## src/rtl/adsq_pkg.sv

```systemverilog
package adsq_pkg;
  // Register indices; byte address is four times the index
  localparam logic [5:0] IX_CTRL = 6'h00;
  localparam logic [5:0] IX_ACC = 6'h01;
  localparam logic [5:0] IX_GAP = 6'h03;
  localparam logic [5:0] IX_WINMODE = 6'h04;
  localparam logic [5:0] IX_SAMPLE_EXTENSION = 6'h05;
  localparam logic [5:0] IX_INSEL = 6'h06;
  localparam logic [5:0] IX_CMD = 6'h08;
  localparam logic [5:0] IX_EVENT_TRIGGER_CTRL = 6'h09;
  localparam logic [5:0] IX_IRQEN = 6'h0a;
  localparam logic [5:0] IX_FLAGS = 6'h0b;
  localparam logic [5:0] IX_DBG = 6'h0c;
  localparam logic [5:0] IX_STAGE = 6'h0d;
  localparam logic [5:0] IX_RES = 6'h10;
  localparam logic [5:0] IX_WINLO = 6'h12;
  localparam logic [5:0] IX_WINHI = 6'h14;
  localparam logic [5:0] IX_HIGH = 6'h01;
  localparam logic [1:0] RESP_OK = 2'h0;
  localparam logic [1:0] RESP_ERR = 2'h2;
  // Bit positions: control register, gap vary bit, flag and enable bits
  localparam int B_EN = 0;
  localparam int B_FREE = 1;
  localparam int B_RES8 = 2;
  localparam int B_VARY = 4;
  localparam int B_RDY = 0;
  localparam int B_WIN = 1;
  localparam logic [7:0] RST8 = 8'h00;
  localparam logic [15:0] RST16 = 16'h0000;
  localparam logic [2:0] WM_NONE = 3'h0;
  localparam logic [2:0] WM_BELOW = 3'h1;
  localparam logic [2:0] WM_ABOVE = 3'h2;
  localparam logic [2:0] WM_INSIDE = 3'h3;
  localparam logic [2:0] WM_OUTSIDE = 3'h4;
  localparam logic [2:0] ACC_NONE = 3'h0;
  localparam logic [2:0] ACC_RSVD = 3'h7;
  localparam logic [4:0] MUX_PIN_LAST = 5'h0f;
  localparam logic [4:0] MUX_DACREF = 5'h1c;
  localparam logic [4:0] MUX_TEMP = 5'h1e;
  localparam logic [4:0] MUX_GND = 5'h1f;
  localparam logic [5:0] SAMP_BASE = 6'h02;
  localparam logic [9:0] CODE_MAX = 10'h3ff;
  localparam logic [15:0] ACC_MAX = 16'hffc0;
  // Converter tick divides core_clk by two
  localparam logic [0:0] TICK_LAST = 1'h1;

  typedef enum {SQ_IDLE, SQ_GAP, SQ_SAMPLE, SQ_CONV} adsq_state_t;

  typedef struct packed {
    logic sample_en;
    logic conv_start;
    logic [4:0] mux_sel;
  } adsq_core_cmd_t;
endpackage

```

## src/rtl/adsq_top.sv

```systemverilog
// The implementer's own choice: the AXI4-Lite interface to the registers.
`timescale 1ns/1ps
// Overview of operation
// - Pause between samples lasts the gap field plus one converter ticks, unscaled.
// - Auto vary bit makes hardware change the gap field each sample.
// - Window mode: none, below, above, inside, outside; others reserved.
// - Sampling lasts two ticks plus the sample extension field.
// - Input code selects pins 0-15, comparator reference, thermal input or ground.
// - Input change during a conversion applies only after it completes.
// - Writing start bit starts one measurement, or the first continuous one.
// - Start bit reads one while converting, cleared by hardware at completion unless continuous.
// - With event start enabled, an event starts a conversion like software.
// - Each interrupt request needs its enable: bit 1 window, bit 0 ready.
// - Window comparison happens once at conversion end, flag set on match.
// - Result ready flag sets when a new result lands in the result register.
// - Flags clear on writing one or reading the result; zero does nothing.
// - Debug run 0 during CPU halt freezes sample and gap timing, lets a running conversion finish and ignores events; 1 keeps running.
// - One shared byte staging register serves 16-bit accesses, also direct.
// - 16-bit registers: low byte at base, high byte at base plus one.
// - Each 10-bit sample clamps to 0x3FF above reference, 0x000 below zero.
// - Accumulated 16-bit unsigned result never exceeds 0xFFC0.
// - Window compares the final accumulated sum, not single samples.
// - Auto vary increments the gap by one per sample, wrapping 0xF to 0x0.
// - Continuous mode starts the next conversion after the gap pause that follows completion.
// - Accumulation codes 1-6 sum 2 to 64 samples; 0 none, 7 reserved.
// - Eight-bit mode drops two low bits of each sample before use.
module adsq_top (
  input wire logic core_clk,
  input wire logic rstn,
  input wire logic [7:0] s_awaddr,
  input wire logic s_awvalid,
  output logic s_awready,
  input wire logic [31:0] s_wdata,
  input wire logic [3:0] s_wstrb,
  input wire logic s_wvalid,
  output logic s_wready,
  output logic [1:0] s_bresp,
  output logic s_bvalid,
  input wire logic s_bready,
  input wire logic [7:0] s_araddr,
  input wire logic s_arvalid,
  output logic s_arready,
  output logic [31:0] s_rdata,
  output logic [1:0] s_rresp,
  output logic s_rvalid,
  input wire logic s_rready,
  input wire logic event_in,
  input wire logic cpu_halted,
  input wire logic core_valid,
  input wire logic signed [11:0] core_code,
  output adsq_pkg::adsq_core_cmd_t core_cmd,
  output logic irq_result_ready,
  output logic irq_window_match
);
  logic [2:0] ctrl;
  logic [2:0] accumulation_count;
  logic gap_auto_vary;
  logic [3:0] sample_gap_cycles;
  logic [2:0] window_mode_sel;
  logic [4:0] sample_extension;
  logic [4:0] input_selector;
  logic event_start_enable;
  logic [1:0] irq_enable;
  logic [1:0] irq_flags;
  logic run_during_halt;
  logic [7:0] staging;
  logic [15:0] result_value;
  logic [15:0] window_low_limit;
  logic [15:0] window_high_limit;
  logic [5:0] aw_ix;
  logic [7:0] wd;
  logic w_lane;
  logic do_wr;
  logic rd_take;
  logic [5:0] ar_ix;
  logic [7:0] rd_byte;
  logic rd_ok;
  logic res_rd;
  logic [2:0] ev_s;
  logic ev_lvl;
  logic ev_pulse;
  logic tick_cnt;
  logic tick;
  logic halted;
  adsq_pkg::adsq_state_t state;
  logic [5:0] tcnt;
  logic [6:0] n;
  logic [15:0] sum;
  logic busy;
  logic seq_done;
  logic win_hit;
  logic gap_step;
  logic start_req;
  logic [9:0] val10;
  logic [9:0] val;
  logic [15:0] sum_next;
  logic [2:0] acc_eff;
  logic [6:0] acc_last;

  function automatic logic wen(input logic [5:0] ix);
    return do_wr && w_lane && aw_ix == ix;
  endfunction

  function automatic logic mapped(input logic [5:0] ix);
    logic m;
    m = 1'b1;
    if (ix == adsq_pkg::IX_CTRL || ix == adsq_pkg::IX_ACC || ix == adsq_pkg::IX_GAP) begin
      m = 1'b1;
    end else if (ix >= adsq_pkg::IX_WINMODE && ix <= adsq_pkg::IX_INSEL) begin
      m = 1'b1;
    end else if (ix >= adsq_pkg::IX_CMD && ix <= adsq_pkg::IX_STAGE) begin
      m = 1'b1;
    end else if (ix >= adsq_pkg::IX_RES && ix <= adsq_pkg::IX_WINHI + adsq_pkg::IX_HIGH) begin
      m = 1'b1;
    end else begin
      m = 1'b0;
    end
    return m;
  endfunction

  function automatic logic [4:0] route(input logic [4:0] sel);
    logic [4:0] r;
    r = adsq_pkg::MUX_GND;
    if (sel <= adsq_pkg::MUX_PIN_LAST || sel == adsq_pkg::MUX_DACREF || sel == adsq_pkg::MUX_TEMP) begin
      r = sel;
    end
    return r;
  endfunction

  function automatic logic win_ok(input logic [2:0] m, input logic [15:0] r,
                                  input logic [15:0] lo, input logic [15:0] hi);
    logic k;
    case (m)
      adsq_pkg::WM_BELOW: k = r < lo;
      adsq_pkg::WM_ABOVE: k = r > hi;
      adsq_pkg::WM_INSIDE: k = r > lo && r < hi;
      adsq_pkg::WM_OUTSIDE: k = r < lo || r > hi;
      default: k = 1'b0;
    endcase
    return k;
  endfunction

  // Bus write side: address and data taken in either order
  assign do_wr = !s_awready && !s_wready && !s_bvalid;
  assign rd_take = s_arvalid && s_arready;
  assign ar_ix = s_araddr[7:2];
  assign res_rd = rd_take && ar_ix == adsq_pkg::IX_RES;

  always_ff @(posedge core_clk or negedge rstn) begin
    if (!rstn) begin
      s_awready <= 1'b1;
      s_wready <= 1'b1;
      s_bvalid <= 1'b0;
      s_bresp <= adsq_pkg::RESP_OK;
      aw_ix <= '0;
      wd <= adsq_pkg::RST8;
      w_lane <= 1'b0;
    end else begin
      if (s_awvalid && s_awready) begin
        s_awready <= 1'b0;
        aw_ix <= s_awaddr[7:2];
      end else if (do_wr) begin
        s_awready <= 1'b1;
      end
      if (s_wvalid && s_wready) begin
        s_wready <= 1'b0;
        wd <= s_wdata[7:0];
        w_lane <= s_wstrb[0];
      end else if (do_wr) begin
        s_wready <= 1'b1;
      end
      if (do_wr) begin
        s_bvalid <= 1'b1;
        s_bresp <= mapped(aw_ix) ? adsq_pkg::RESP_OK : adsq_pkg::RESP_ERR;
      end else if (s_bready) begin
        s_bvalid <= 1'b0;
      end
    end
  end

  always_comb begin
    rd_ok = 1'b1;
    rd_byte = adsq_pkg::RST8;
    if (ar_ix == adsq_pkg::IX_CTRL) begin
      rd_byte = {5'h00, ctrl};
    end else if (ar_ix == adsq_pkg::IX_ACC) begin
      rd_byte = {5'h00, accumulation_count};
    end else if (ar_ix == adsq_pkg::IX_GAP) begin
      rd_byte = {3'h0, gap_auto_vary, sample_gap_cycles};
    end else if (ar_ix == adsq_pkg::IX_WINMODE) begin
      rd_byte = {5'h00, window_mode_sel};
    end else if (ar_ix == adsq_pkg::IX_SAMPLE_EXTENSION) begin
      rd_byte = {3'h0, sample_extension};
    end else if (ar_ix == adsq_pkg::IX_INSEL) begin
      rd_byte = {3'h0, input_selector};
    end else if (ar_ix == adsq_pkg::IX_CMD) begin
      rd_byte = {7'h00, busy};
    end else if (ar_ix == adsq_pkg::IX_EVENT_TRIGGER_CTRL) begin
      rd_byte = {7'h00, event_start_enable};
    end else if (ar_ix == adsq_pkg::IX_IRQEN) begin
      rd_byte = {6'h00, irq_enable};
    end else if (ar_ix == adsq_pkg::IX_FLAGS) begin
      rd_byte = {6'h00, irq_flags};
    end else if (ar_ix == adsq_pkg::IX_DBG) begin
      rd_byte = {7'h00, run_during_halt};
    end else if (ar_ix == adsq_pkg::IX_STAGE) begin
      rd_byte = staging;
    end else if (ar_ix == adsq_pkg::IX_RES) begin
      rd_byte = result_value[7:0];
    end else if (ar_ix == adsq_pkg::IX_WINLO) begin
      rd_byte = window_low_limit[7:0];
    end else if (ar_ix == adsq_pkg::IX_WINHI) begin
      rd_byte = window_high_limit[7:0];
    end else if (mapped(ar_ix)) begin
      rd_byte = staging;
    end else begin
      rd_ok = 1'b0;
    end
  end

  always_ff @(posedge core_clk or negedge rstn) begin
    if (!rstn) begin
      s_arready <= 1'b1;
      s_rvalid <= 1'b0;
      s_rdata <= '0;
      s_rresp <= adsq_pkg::RESP_OK;
    end else if (rd_take) begin
      s_arready <= 1'b0;
      s_rvalid <= 1'b1;
      s_rdata <= {24'h000000, rd_byte};
      s_rresp <= rd_ok ? adsq_pkg::RESP_OK : adsq_pkg::RESP_ERR;
    end else if (s_rvalid && s_rready) begin
      s_rvalid <= 1'b0;
      s_arready <= 1'b1;
    end
  end

  // Control registers
  always_ff @(posedge core_clk or negedge rstn) begin
    if (!rstn) begin
      ctrl <= '0;
      accumulation_count <= adsq_pkg::ACC_NONE;
      window_mode_sel <= adsq_pkg::WM_NONE;
      sample_extension <= '0;
      input_selector <= '0;
      event_start_enable <= 1'b0;
      irq_enable <= '0;
      run_during_halt <= 1'b0;
    end else begin
      if (wen(adsq_pkg::IX_CTRL)) ctrl <= wd[2:0];
      if (wen(adsq_pkg::IX_ACC)) accumulation_count <= wd[2:0];
      if (wen(adsq_pkg::IX_WINMODE)) window_mode_sel <= wd[2:0];
      if (wen(adsq_pkg::IX_SAMPLE_EXTENSION)) sample_extension <= wd[4:0];
      if (wen(adsq_pkg::IX_INSEL)) input_selector <= wd[4:0];
      if (wen(adsq_pkg::IX_EVENT_TRIGGER_CTRL)) event_start_enable <= wd[0];
      if (wen(adsq_pkg::IX_IRQEN)) irq_enable <= wd[1:0];
      if (wen(adsq_pkg::IX_DBG)) run_during_halt <= wd[0];
    end
  end

  // Gap field: software write wins over the hardware step
  always_ff @(posedge core_clk or negedge rstn) begin
    if (!rstn) begin
      gap_auto_vary <= 1'b0;
      sample_gap_cycles <= '0;
    end else if (wen(adsq_pkg::IX_GAP)) begin
      gap_auto_vary <= wd[adsq_pkg::B_VARY];
      sample_gap_cycles <= wd[3:0];
    end else if (gap_step) begin
      sample_gap_cycles <= sample_gap_cycles + 4'h1;
    end
  end

  // Staging byte and 16-bit threshold pairs
  always_ff @(posedge core_clk or negedge rstn) begin
    if (!rstn) begin
      staging <= adsq_pkg::RST8;
      window_low_limit <= adsq_pkg::RST16;
      window_high_limit <= adsq_pkg::RST16;
    end else begin
      if (wen(adsq_pkg::IX_STAGE) || wen(adsq_pkg::IX_WINLO) || wen(adsq_pkg::IX_WINHI)) begin
        staging <= wd;
      end else if (res_rd) begin
        staging <= result_value[15:8];
      end else if (rd_take && ar_ix == adsq_pkg::IX_WINLO) begin
        staging <= window_low_limit[15:8];
      end else if (rd_take && ar_ix == adsq_pkg::IX_WINHI) begin
        staging <= window_high_limit[15:8];
      end
      if (wen(adsq_pkg::IX_WINLO + adsq_pkg::IX_HIGH)) window_low_limit <= {wd, staging};
      if (wen(adsq_pkg::IX_WINHI + adsq_pkg::IX_HIGH)) window_high_limit <= {wd, staging};
    end
  end

  // Flags: hardware set wins over clear
  always_ff @(posedge core_clk or negedge rstn) begin
    if (!rstn) begin
      irq_flags <= '0;
      irq_result_ready <= 1'b0;
      irq_window_match <= 1'b0;
    end else begin
      irq_flags <= {win_hit, seq_done} | (irq_flags & ~((wen(adsq_pkg::IX_FLAGS) ? wd[1:0] : 2'h0) |
                   {2{res_rd}}));
      irq_result_ready <= irq_flags[adsq_pkg::B_RDY] && irq_enable[adsq_pkg::B_RDY];
      irq_window_match <= irq_flags[adsq_pkg::B_WIN] && irq_enable[adsq_pkg::B_WIN];
    end
  end

  // Event pin synchroniser
  always_ff @(posedge core_clk or negedge rstn) begin
    if (!rstn) begin
      ev_s <= '0;
      ev_lvl <= 1'b0;
      ev_pulse <= 1'b0;
    end else begin
      ev_s <= {ev_s[1:0], event_in};
      if (ev_s[1] == ev_s[2]) ev_lvl <= ev_s[2];
      ev_pulse <= ev_s[1] == ev_s[2] && ev_s[2] && !ev_lvl;
    end
  end

  always_ff @(posedge core_clk or negedge rstn) begin
    if (!rstn) tick_cnt <= 1'b0;
    else tick_cnt <= tick_cnt == adsq_pkg::TICK_LAST ? 1'b0 : tick_cnt + 1'b1;
  end
  assign tick = tick_cnt == adsq_pkg::TICK_LAST;

  assign halted = cpu_halted && !run_during_halt;
  // Inline decode; a function hides its reads from a continuous assignment
  assign start_req = !halted && ((do_wr && w_lane && aw_ix == adsq_pkg::IX_CMD && wd[0]) ||
                     (ev_pulse && event_start_enable));
  assign val10 = core_code < 0 ? 10'h000 :
                 core_code > $signed({2'b00, adsq_pkg::CODE_MAX}) ? adsq_pkg::CODE_MAX :
                 core_code[9:0];
  assign val = ctrl[adsq_pkg::B_RES8] ? {2'b00, val10[9:2]} : val10;
  assign sum_next = sum + {6'h00, val};
  assign acc_eff = accumulation_count == adsq_pkg::ACC_RSVD ? adsq_pkg::ACC_NONE : accumulation_count;
  assign acc_last = (7'h01 << acc_eff) - 7'h01;

  // Conversion sequencer
  always_ff @(posedge core_clk or negedge rstn) begin
    if (!rstn) begin
      state <= adsq_pkg::SQ_IDLE;
      tcnt <= '0;
      n <= '0;
      sum <= adsq_pkg::RST16;
      result_value <= adsq_pkg::RST16;
      busy <= 1'b0;
      seq_done <= 1'b0;
      win_hit <= 1'b0;
      gap_step <= 1'b0;
      core_cmd <= '0;
    end else begin
      seq_done <= 1'b0;
      win_hit <= 1'b0;
      gap_step <= 1'b0;
      core_cmd.conv_start <= 1'b0;
      if (!ctrl[adsq_pkg::B_EN]) begin
        state <= adsq_pkg::SQ_IDLE;
        busy <= 1'b0;
        core_cmd.sample_en <= 1'b0;
      end else begin
        case (state)
          adsq_pkg::SQ_IDLE: begin
            if (start_req) begin
              state <= adsq_pkg::SQ_SAMPLE;
              busy <= 1'b1;
              core_cmd.mux_sel <= route(input_selector);
              core_cmd.sample_en <= 1'b1;
              tcnt <= '0;
              n <= '0;
              sum <= adsq_pkg::RST16;
            end
          end
          adsq_pkg::SQ_GAP: begin
            if (!halted && tick) begin
              if (tcnt >= {2'b00, sample_gap_cycles}) begin
                state <= adsq_pkg::SQ_SAMPLE;
                core_cmd.sample_en <= 1'b1;
                tcnt <= '0;
              end else begin
                tcnt <= tcnt + 6'h01;
              end
            end
          end
          adsq_pkg::SQ_SAMPLE: begin
            if (!halted && tick) begin
              if (tcnt == adsq_pkg::SAMP_BASE + {1'b0, sample_extension} - 6'h01) begin
                state <= adsq_pkg::SQ_CONV;
                core_cmd.sample_en <= 1'b0;
                core_cmd.conv_start <= 1'b1;
                gap_step <= gap_auto_vary;
              end else begin
                tcnt <= tcnt + 6'h01;
              end
            end
          end
          default: begin
            if (core_valid) begin
              tcnt <= '0;
              if (n == acc_last) begin
                result_value <= sum_next;
                seq_done <= 1'b1;
                win_hit <= win_ok(window_mode_sel, sum_next, window_low_limit, window_high_limit);
                n <= '0;
                sum <= adsq_pkg::RST16;
                if (ctrl[adsq_pkg::B_FREE]) begin
                  state <= adsq_pkg::SQ_GAP;
                  core_cmd.mux_sel <= route(input_selector);
                end else begin
                  state <= adsq_pkg::SQ_IDLE;
                  busy <= 1'b0;
                end
              end else begin
                sum <= sum_next;
                n <= n + 7'h01;
                state <= adsq_pkg::SQ_GAP;
              end
            end
          end
        endcase
      end
    end
  end
endmodule

```

## config.mk

```make
export PLATFORM = sky130hd
export DESIGN_NAME = adsq_top
export DESIGN_NICKNAME = d
export VERILOG_FILES = /design/src/rtl/adsq_pkg.sv /design/src/rtl/adsq_top.sv
export SDC_FILE = /design/constraint.sdc
export NUM_CORES = 1
export LEC_CHECK = 0
export ABC_AREA = 1
export BUFFER_PORTS_ARGS = -buffer_cell sky130_fd_sc_hd__clkbuf_2
export CAP_MARGIN = 5
export CORE_AREA = 2 2 131 146
export DETAILED_ROUTE_END_ITERATION = 6
export DIE_AREA = 0 0 133 148
export MAX_ROUTING_LAYER = met4
export PLACE_DENSITY = 0.77
export RECOVER_POWER = 100
export SLEW_MARGIN = 20
export SYNTH_ARGS = -nofsm -noshare
export SYNTH_HDL_FRONTEND = slang
export SYNTH_SLANG_ARGS = --single-unit
```

## constraint.sdc

```tcl
create_clock -name core_clk -period 4.75 [get_ports core_clk]
set_input_delay 0 -clock core_clk [delete_from_list [all_inputs] [get_ports core_clk]]
set_output_delay 0 -clock core_clk [all_outputs]
set_load 0.05 [all_outputs]
```

==> results of run 1 <==
[state kept, by name (all words and copies together) (netlist names), 7 cells and up]
register,cells
n,7
result_value,16
window_low_limit,16
core_cmd,7
s_rdata,8
sum,16
window_high_limit,16
wd,8
staging,8
[stage by stage]
stage          setup WS (ps)  cells
4_1_cts                239.5   1569
2_1_floorplan          745.8   1251
6_report               384.6   1569
3_3_place_gp           438.1   1516
5_1_grt               -38.16   1569
3_5_place_dp           251.5   1516
[routing by layer]
metal | GRT usage [%] | routed length [µm]
met3 | 5.247 | 1232
met2 | 45.16 | 12240
met4 | 10.65 | 850
met1 | 33.57 | 10970
met5 | - | 0
[what timing repair did]
item / CTS / global route
hold buffers: 21 / 0
hold endpoints to repair: 93 / 0
setup endpoints to repair: 0 / 1
resized for setup: 0 / 5
buffers inserted: 0 / 0
[worst min-delay path by stage]
stage | end | cells after the start | startpoint | slack (ps)
2_1_floorplan | accumulation_count[0] | 0 | rstn | -300
3_3_place_gp | window_high_limit[4] | 1 | rstn | 80
3_5_place_dp | window_high_limit[4] | 1 | rstn | 80
4_1_cts | s_arready | 5 | s_arvalid | 40
5_1_grt | gap_step | 6 | cpu_halted | 130
6_report | gap_step | 6 | cpu_halted | 80
[critical path: stages, from the launching register on]
cell      delay [ps]
dfrtp_2          470
inv_1            180
o21ai_0          120
ha_1             210
fa_1             420
a31oi_1          360
nor3_1            80
nor2_1           170
o21bai_1          90
a21oi_1          270
xor2_1           300
inv_1            120
ha_1             300
nand2_1           70
or3_1            400
a31oi_1          190
a211o_1          160
nand2_1           60
a22oi_1          190
a21oi_1           90
[cell type report]
class | count | area [µm²]
well taps | 243 | 304.0
fillers | 1649 | 7204
flip-flops and latches | 166 | 4159
repair buffers | 94 | 555.5
inverters | 173 | 649.4
clock inverters | 14 | 135.1
clock buffers | 18 | 439.2
multi-input cells | 861 | 4706
[power by group]
| group | total, mW | switching, mW | internal [mW] |
|---|---|---|---|
| clock network | 1.35 | 0.644 | 0.708 |
| logic | 1.50 | 1.06 | 0.443 |
| registers | 1.95 | 0.246 | 1.70 |
| total | 4.80 | 1.95 | 2.85 |
[cells by family after synthesis]
family,after synthesis
compound gates,303
xor+xnor,26
fa+ha+maj,57
buf+inv,224
flops,166
mux,10
other cells,1
simple gates,439
[Yosys cell counts, types with 9 or more instances]
| cell | n |
|---|---|
| clkbuf_1 | 21 |
| nor3_1 | 18 |
| xor2_1 | 26 |
| o31ai_1 | 10 |
| o211ai_1 | 9 |
| nor2_1 | 100 |
| nand3_1 | 36 |
| a21oi_1 | 88 |
| o21ai_0 | 130 |
| nand4_1 | 12 |
| dfrtp_1 | 163 |
| inv_1 | 170 |
| ha_1 | 56 |
| buf_4 | 26 |
| nand2_1 | 243 |
==> summary.md, run 1 <==
| Metric | Value |
|---|---|
| Status | `complete, but fails checks` |
| Failing checks | `capacitance limit, slew limit` |
| Drt wl/cell | `around 16 µm` |
| IO Pins | `~120` |
| Slew Limit Fails | `76` |
| Clock skew | `around 10 ps` |
| Tot Pwr | `a little under 5 mW` |
| Total grt overflow | `0` |
| Xor/xnor cell area share of the yosys netlist | `under 10%` |
| Share of cells above drive strength 1 | `7.391%` |
| Leakage power | `~5.3 nW` |
| Netlist cell types | `58` |
| RR Endpoint | `win_hit` |
| Die width | `133 µm` |
| Post-synthesis mux area share | `about 1.1%` |
| CTS tree | `built` |
| Top-area cell type share of the netlist area | `41.58%` |
| Yosys warns | `0` |
| Via/cell ratio | `around 5.4` |
| Fmax | `~0.23 GHz` |
| Fin Setup TNS | `0 ps` |
| Hold Vio Cnt, Final | `0` |
| Detailed Route Iter0 Violations | `585` |
| R2R Setup Slk | `between 300 and 400 ps` |
| Commonest non-fill, non-tap cell in the layout | `nand2_1` |
| Crit path launch | `ctrl[2]` |
| Row cnt | `52` |
| DRC viols | `0` |
| Max-Cap Viols | `1` |
| Crit share post-route | `approximately nine tenths` |
| Nets | `~1.4k` |
| Number of synthesized flops with an enable pin | `0` |
| DR pass1 iterations | `5` |
| Root Driver | `clkbuf_16` |
| Via count | `~8.4k` |
| Period minus WS final | `between 4000 and 5000 ps` |
| Area grow syn2layout | `11.61%` |
| First-pass GRT wire length | `40790 µm` |
| Most frequent cells in the layout | `245 x nand2_1, 171 x inv_1, 162 x dfrtp_1` |
| End of the critical path | `win_hit` |
| Sequential element share of the synthesized area | `42.39%` |
| DIE AREA | `about 0.020 mm²` |
| Leading area contributor after synthesis | `dfrtp_1` |
| Initial antenna violation count | `0` |
| Starting density of the core | `54.04%` |
| Synth Area in Compound Gates | `17.77%` |
| Worst Path Required | `slightly above 5000 ps` |
| Final ANT Viol Nets | `0` |
| H-tree levels | `4` |
| CP arrival | `around 4700 ps` |
| Later-pin clock latency in the skew report | `440 ps` |
| Simple-Gate Fraction of Synth Area | `approximately a fifth` |
| # setup viols final | `0` |
| Ant. Diodes | `0` |
| Core box area | `roughly 0.018 mm²` |
| # clock sinks | `approximately 170` |
| Endpoint class of the critical path | `register` |
| Synth Flop Type | `dfrtp_1` |
| Mapped cell area | `just under 0.01 mm²` |
| Vias in the first global route | `8046` |
| R2R depth | `19` |
| Final instance area | `~0.011 mm²` |
| Worst-margin pin slew | `3631 ps` |
| Fraction of registers with async set/reset | `100.0%` |
| IO Port Bufs | `66` |
| Post-Route WL | `25290 µm` |
| Post-synthesis register bit count | `166` |
| CTS max path bufs | `2` |
| TritonCTS Buffers | `17` |
| Die Y | `roughly 150 µm` |
| Setup crit start kind | `register` |
| R2r startpoint | `ctrl[2]` |
| Clk slew on worst S/H paths | `70 ps` |
| Slew margin rel. | `-142.1%` |
| Adder-Cell Fraction of Synth Area | `under 10%` |
| Area after DPL | `just over 0.01 mm²` |
| Final core utilization | `60.31%` |
| Largest family of logic cells by synthesized area | `simple AND/OR/NAND/NOR gates` |
| All-layer global routing usage | `approximately 27%` |
| Ranking of synthesized cells by area | `dfrtp_1 42%, nand2_1 9.3%, ha_1 7.1%, o21ai_0 6.6%, inv_1 6.5%` |
| Avg Inst Size Synth | `8.001 µm²` |
| RD Place Congestion | `0.9684` |
| Crit-path max FO | `10` |
| Max VDD drop | `between 0.3 and 0.4 mV` |
| Cell area power density | `between 400 and 500 mW/mm²` |
| Pin count of the biggest net entering global routing | `76` |
| Worst Hold Class | `in -> reg` |
| Mapped Cells | `1226` |
| Post-DP HPWL | `~19000 µm` |
| WHS | `between 70 and 80 ps` |
| Crit path kind | `reg -> reg` |
No activity file was read; power rests on OpenSTA's default activity.
==> run 2: changes to the inputs <==
--- a/config.mk
+++ b/config.mk
@@ -12,7 +12,7 @@
 export DETAILED_ROUTE_END_ITERATION = 6
 export DIE_AREA = 0 0 133 148
 export MAX_ROUTING_LAYER = met4
-export PLACE_DENSITY = 0.77
+export PLACE_DENSITY = 0.87
 export RECOVER_POWER = 100
 export SLEW_MARGIN = 20
 export SYNTH_ARGS = -nofsm -noshare
==> summary.md, run 2 (same netlist as run 1, synthesis figures left out) <==
| Metric | Value |
|---|---|
| Final instance area | `0.01096 mm² (+0.14%)` |
| RD Place Congestion | `1.004 (+3.7%)` |
| Detailed Route Iter0 Violations | `961 (+64%)` |
| CTS max path bufs | `2 (unchanged)` |
| Initial antenna violation count | `0 (unchanged)` |
| Cell area power density | `449.3 mW/mm² (+2.4%)` |
| Most frequent cells in the layout | `245 x nand2_1, 171 x inv_1, 163 x dfrtp_1` |
| H-tree levels | `4 (unchanged)` |
| Setup ws final | `334.3 ps (-50.33 ps)` |
| WHS | `99.80 ps (+21.23 ps)` |
| Setup crit start kind | `register` |
| Area grow syn2layout | `11.76%` |
| Core box area | `0.01815 mm² (unchanged)` |
| Slew Limit Fails | `112 (+47%)` |
| Commonest non-fill, non-tap cell in the layout | `nand2_1` |
| Hold Vio Cnt, Final | `0 (unchanged)` |
| Area after DPL | `0.01027 mm² (-0.29%)` |
| Worst-margin pin slew | `2767 ps (-863.8 ps)` |
| Fmax | `0.2265 GHz (-1.1%)` |
| Total grt overflow | `0 (unchanged)` |
| Endpoint class of the critical path | `register` |
| CP Cell Sequence | `nor2_1, o21ai_0, o21ai_1, ha_1, nand3_1, nand2_1, a21oi_1, o21bai_1, a21boi_1, o21ai_0, nand2_1, inv_1, o21ai_2, nor2_1, xor2_1, inv_1, ha_1, nand4_1, or3_1, a31oi_1, a211o_1, nand2_1, a22oi_1, a21oi_1` |
| Reg area | `0.004158 mm² (about the same)` |
| Share of cells above drive strength 1 | `7.267% (-0.12 points)` |
| DRC viols | `0 (unchanged)` |
| Final std cells w/o fill | `1564 (-0.32%)` |
| DP Worst Slack | `237.9 ps (-13.54 ps)` |
| Failing checks | `capacitance limit, slew limit` |
| Worst path bufs/invs | `2 (unchanged)` |
| CP delay by family, top | `compound AO/OA/AOI/OAI gates` |
| Crit-path max FO | `10 (unchanged)` |
| Max VDD drop | `0.4744 mV (+40%)` |
| Die Y | `148 µm (unchanged)` |
| Clock skew | `7.278 ps (-3.145 ps)` |
| Post-DP HPWL | `18750 µm (-0.60%)` |
| Ant. Diodes | `0 (unchanged)` |
| # setup viols final | `0 (unchanged)` |
| Starting density of the core | `54.04% (unchanged)` |
| Later-pin clock latency in the skew report | `440 ps (about the same)` |
| Most frequent cell on the critical path | `nand2_1` |
| All-layer global routing usage | `27.60% (+0.17 points)` |
| # clock sinks | `166 (unchanged)` |
| Slowest CP cell | `dfrtp_1` |
| Slew margin rel. | `-84.47% (+58 points)` |
| IO Port Bufs | `66 (unchanged)` |
| RSZ-0062 raised after global routing | `no` |
| Multi-input gate area | `0.004721 mm² (+0.32%)` |
| Via/cell ratio | `5.646 (+5.1%)` |
| Tot Pwr | `4.925 mW (+2.5%)` |
| Via count | `8831 (+4.8%)` |
| Clk slew on worst S/H paths | `70 ps (about the same)` |
| Crit share post-route | `92.96% (+1.1 points)` |
| Max stage delay on crit path | `500 ps (+30 ps)` |
| Max-Cap Viols | `1 (unchanged)` |
| Fin Setup TNS | `0 ps (unchanged)` |
| DIE AREA | `0.01968 mm² (unchanged)` |
| TritonCTS Buffers | `17 (unchanged)` |
| Worst Path Required | `5070 ps (about the same)` |
| Drt wl/cell | `16.25 µm (+0.81%)` |
| DR pass1 iterations | `6 (+1)` |
| CTS tree | `built` |
| Die width | `133 µm (unchanged)` |
| First-pass GRT wire length | `41510 µm (+1.8%)` |
| Final core utilization | `60.39% (+0.083 points)` |
| Post-Route WL | `25410 µm (+0.49%)` |
| Period minus WS final | `4416 ps (+50.33 ps)` |
| Nets | `1440 (-0.28%)` |
| Crit path kind | `reg -> reg` |
| Vias in the first global route | `8551 (+6.3%)` |
| Pin count of the biggest net entering global routing | `112 (+47%)` |
| IO Pins | `124 (unchanged)` |
| Status | `complete, but fails checks` |
| Post-CTS Setup Inserts | `0 (unchanged)` |
| CP arrival | `4740 ps (+60 ps)` |
| Final ANT Viol Nets | `0 (unchanged)` |
| Placed Cells incl. Taps | `1512 (-0.26%)` |
| FILL cells | `1581 (-4.1%)` |
| Worst Hold Class | `in -> reg` |
| Row cnt | `52 (unchanged)` |
| Leakage power | `5.312 nW (about the same)` |
| Root Driver | `clkbuf_16` |
run 2: cell count changes in the layout (fill, tap and decap cells not counted), moves of 2 or more:
cell / delta
buf_4: -3
bufinv_16: +3
clkinv_4: -3
clkbuf_2: +2
clkinv_2: +2
inv_8: -2
nor2_1: -2
run 2: timing repair:
action                                  4_1_cts  5_1_grt
endpoints found under the hold margin       128        0
endpoints found under the setup margin        0        1
hold buffers                                 21        0
resized for setup                             0        3
run 2: cell type report:
type                    instances  share of cell area, %
clock buffers                  18                  4.006
clock inverters                13                  1.552
inverters                     173                  5.923
multi-input cells             861                  43.06
flip-flops and latches        166                  37.93
well taps                     243                  2.773
repair buffers                 90                  4.759
run 2: final timing paths:
path / startpoint / depth (start not counted) / endpoint / slack [ps]
min in group asynchronous: rstn / 2 / w_lane / 930
min: cpu_halted / 6 / gap_step / 100
max: ctrl[2] / 24 / win_hit / 330
max in group asynchronous: rstn / 3 / result_value[6] / 1380
min reg2reg: ev_s[0] / 0 / ev_s[1] / 350
max reg2reg: ctrl[2] / 24 / win_hit / 330
run 2: power breakdown:
group / leakage (nW) / switching (mW) / internal (mW)
Combinational: 2.88 / 1.07 / 0.443
Sequential: 2.13 / 0.260 / 1.70
Clock: 0.296 / 0.599 / 0.847
run 2: per-layer routing:
metal	vias up	part of all wire, %	track usage, %
li1	4183	-	-
met1	4196	41	33.77
met2	371	49	45.34
met3	81	6.8	4.390
met4	0	3.7	12.42
met5	-	0	-
run 2: worst register-to-register path, stage by stage, from the launching register on:
cell	delay [ps]
dfrtp_1	500
nor2_1	250
o21ai_0	130
o21ai_1	160
ha_1	280
nand3_1	90
nand2_1	80
a21oi_1	170
o21bai_1	110
a21boi_1	210
o21ai_0	150
nand2_1	90
inv_1	50
o21ai_2	180
nor2_1	70
xor2_1	230
inv_1	120
ha_1	310
nand4_1	110
or3_1	340
a31oi_1	160
a211o_1	160
nand2_1	60
a22oi_1	190
a21oi_1	90
==> run 3: changes to the inputs <==
--- a/config.mk
+++ b/config.mk
@@ -8,11 +8,13 @@
 export ABC_AREA = 1
 export BUFFER_PORTS_ARGS = -buffer_cell sky130_fd_sc_hd__clkbuf_2
 export CAP_MARGIN = 5
-export CORE_AREA = 2 2 131 146
+export CELL_PAD_IN_SITES_DETAIL_PLACEMENT = 0
+export CELL_PAD_IN_SITES_GLOBAL_PLACEMENT = 1
+export CORE_AREA = 2 2 146 162
 export DETAILED_ROUTE_END_ITERATION = 6
-export DIE_AREA = 0 0 133 148
+export DIE_AREA = 0 0 148 164
 export MAX_ROUTING_LAYER = met4
-export PLACE_DENSITY = 0.87
+export PLACE_DENSITY = 0.92
 export RECOVER_POWER = 100
 export SLEW_MARGIN = 20
 export SYNTH_ARGS = -nofsm -noshare
==> summary.md, run 3 (same netlist as run 1, synthesis figures left out) <==
| Metric | Value |
|---|---|
| Status | `complete, but fails checks` |
| Failing checks | `capacitance limit, slew limit` |
| CP arrival | `4650 ps (-90 ps)` |
| CTS max path bufs | `2 (unchanged)` |
| Clk slew on worst S/H paths | `70 ps (about the same)` |
| Setup crit start kind | `register` |
| Pin count of the biggest net entering global routing | `66 (-41%)` |
| RD Place Congestion | `0.9472 (-5.6%)` |
| IO Port Bufs | `66 (unchanged)` |
| DRC viols | `0 (unchanged)` |
| Max-Cap Viols | `1 (unchanged)` |
| Via count | `8400 (-4.9%)` |
| Endpoint class of the critical path | `register` |
| IO Pins | `124 (unchanged)` |
| R2R Setup Slk | `420 ps (+80 ps)` |
| CP Cell Sequence | `inv_1, o21ai_0, ha_1, fa_1, a31oi_1, nor3_1, nor2_1, o21bai_1, a21oi_1, nor3_1, xor2_1, ha_1, nand4_1, or3_1, a31oi_1, a211o_1, nand2_1, a22oi_1, a21oi_1` |
| Multi-input gate area | `0.004708 mm² (-0.26%)` |
| Leakage power | `5.312 nW (about the same)` |
| Most frequent cells in the layout | `245 x nand2_1, 171 x inv_1, 162 x dfrtp_1` |
| Die width | `148 µm (+11%)` |
| Worst path bufs/invs | `1 (-1)` |
| Post-CTS Setup Inserts | `0 (unchanged)` |
| RSZ-0062 raised after global routing | `no` |
| Crit-path max FO | `10 (unchanged)` |
| Post-Route WL | `26350 µm (+3.7%)` |
| Worst-margin pin slew | `3475 ps (+708.0 ps)` |
| Share of cells above drive strength 1 | `7.326% (+0.059 points)` |
| Vias in the first global route | `8226 (-3.8%)` |
| Reg area | `0.004159 mm² (about the same)` |
| Fin Setup TNS | `0 ps (unchanged)` |
| TritonCTS Buffers | `17 (unchanged)` |
| Worst Path Required | `5070 ps (about the same)` |
| Commonest non-fill, non-tap cell in the layout | `nand2_1` |
| Fmax | `0.2308 GHz (+1.9%)` |
| Area after DPL | `0.01035 mm² (+0.84%)` |
| R2R depth | `19 (-21%)` |
| Hold Path Stages | `6 (unchanged)` |
| CP delay by family, top | `compound AO/OA/AOI/OAI gates` |
| # clock sinks | `166 (unchanged)` |
| Slew Limit Fails | `66 (-41%)` |
| Final std cells w/o fill | `1624 (+3.8%)` |
| Ant. Diodes | `0 (unchanged)` |
| FILL cells | `2294 (+45%)` |
| Total grt overflow | `0 (unchanged)` |
| RR Endpoint | `win_hit` |
| Starting density of the core | `43.32% (-11 points)` |
| CTS tree | `built` |
| Slowest CP cell | `dfrtp_2` |
| Hold Vio Cnt, Final | `0 (unchanged)` |
| Max stage delay on crit path | `480 ps (-20 ps)` |
| Area grow syn2layout | `12.30%` |
| First-pass GRT wire length | `42710 µm (+2.9%)` |
| Placed Cells incl. Taps | `1571 (+3.9%)` |
| Row cnt | `58 (+12%)` |
| Crit share post-route | `91.23% (-1.7 points)` |
| All-layer global routing usage | `23.22% (-4.4 points)` |
| Final instance area | `0.01102 mm² (+0.48%)` |
| DIE AREA | `0.02427 mm² (+23%)` |
| Via/cell ratio | `5.172 (-8.4%)` |
| Clock skew | `12.78 ps (+5.503 ps)` |
| Number of cells on the critical path | `19 (-21%)` |
| Period minus WS final | `4333 ps (-82.43 ps)` |
| End of the worst hold path | `gap_step` |
| Root Driver | `clkbuf_16` |
| Crit path kind | `reg -> reg` |
| DR pass1 iterations | `5 (-1)` |
| Detailed Route Iter0 Violations | `600 (-38%)` |
| Hold_sp | `cpu_halted` |
| Core box area | `0.02264 mm² (+25%)` |
| R2r startpoint | `ctrl[2]` |
| Worst Hold Class | `in -> reg` |
| # setup viols final | `0 (unchanged)` |
| Initial antenna violation count | `0 (unchanged)` |
| Later-pin clock latency in the skew report | `440 ps (about the same)` |
| Post-DP HPWL | `20080 µm (+7.1%)` |
| Max VDD drop | `0.2600 mV (-45%)` |
| Drt wl/cell | `16.23 µm (-0.12%)` |
| Cell area power density | `439.6 mW/mm² (-2.1%)` |
| Slew margin rel. | `-131.7% (-47 points)` |
| Final ANT Viol Nets | `0 (unchanged)` |
| Nets | `1442 (+0.14%)` |
| H-tree levels | `4 (unchanged)` |
| Die Y | `164 µm (+11%)` |
run 3: area by class of cell:
type / count / share of cell area, %
sequential: 166 / 37.76
clock inverter: 14 / 1.386
multi-input combinational: 861 / 42.74
clock buffer: 18 / 3.987
inverter: 173 / 5.895
tap: 300 / 3.408
timing repair buffer: 92 / 4.827
run 3: worst min-delay path, stage by stage:
cell	delay [ps]
clkbuf_2	80
inv_1	40
nor2_1	110
nor2_1	130
inv_1	90
nor4_1	50
run 3: per-layer routing:
metal / vias to the layer above / share of wire [%] / track usage, %
li1: 4201 / - / -
met1: 3955 / 44 / 29.06
met2: 189 / 49 / 38.47
met3: 55 / 3.7 / 3.167
met4: 0 / 3.4 / 8.918
met5: - / 0 / -
run 3: report_power, final:
group | internal, mW | switching [mW] | leakage (nW)
Combinational | 0.441 | 1.07 | 2.89
Clock | 0.720 | 0.663 | 0.293
Sequential | 1.70 | 0.248 | 2.13
Total | 2.86 | 1.98 | 5.31
run 3: worst max-delay path by stage:
stage                       start  endpoint  slack (ps)
after global routing      ctrl[2]   win_hit          20
after detailed placement  ctrl[2]   win_hit         220
after floorplan           ctrl[2]   win_hit         750
final                     ctrl[2]   win_hit         420
after global placement    ctrl[2]   win_hit         360
after CTS                 ctrl[2]   win_hit         200
run 3: timing repair:
action	CTS	global route
hold endpoints to repair	84	0
endpoints found under the setup margin	0	1
gates resized for setup	0	4
hold buffers	21	0
run 3: through the flow:
step           power [mW]  setup slack (ps)  hold WS (ps)  utilization [%]
2_1_floorplan       3.034             745.8        -295.6                -
3_3_place_gp        3.476             364.0         30.86            45.72
3_5_place_dp        3.509             222.5         28.32            45.72
4_1_cts             4.918             201.3         35.92            49.27
5_1_grt             5.172             20.74         140.7            48.65
6_report            4.843             416.7         100.1            48.65
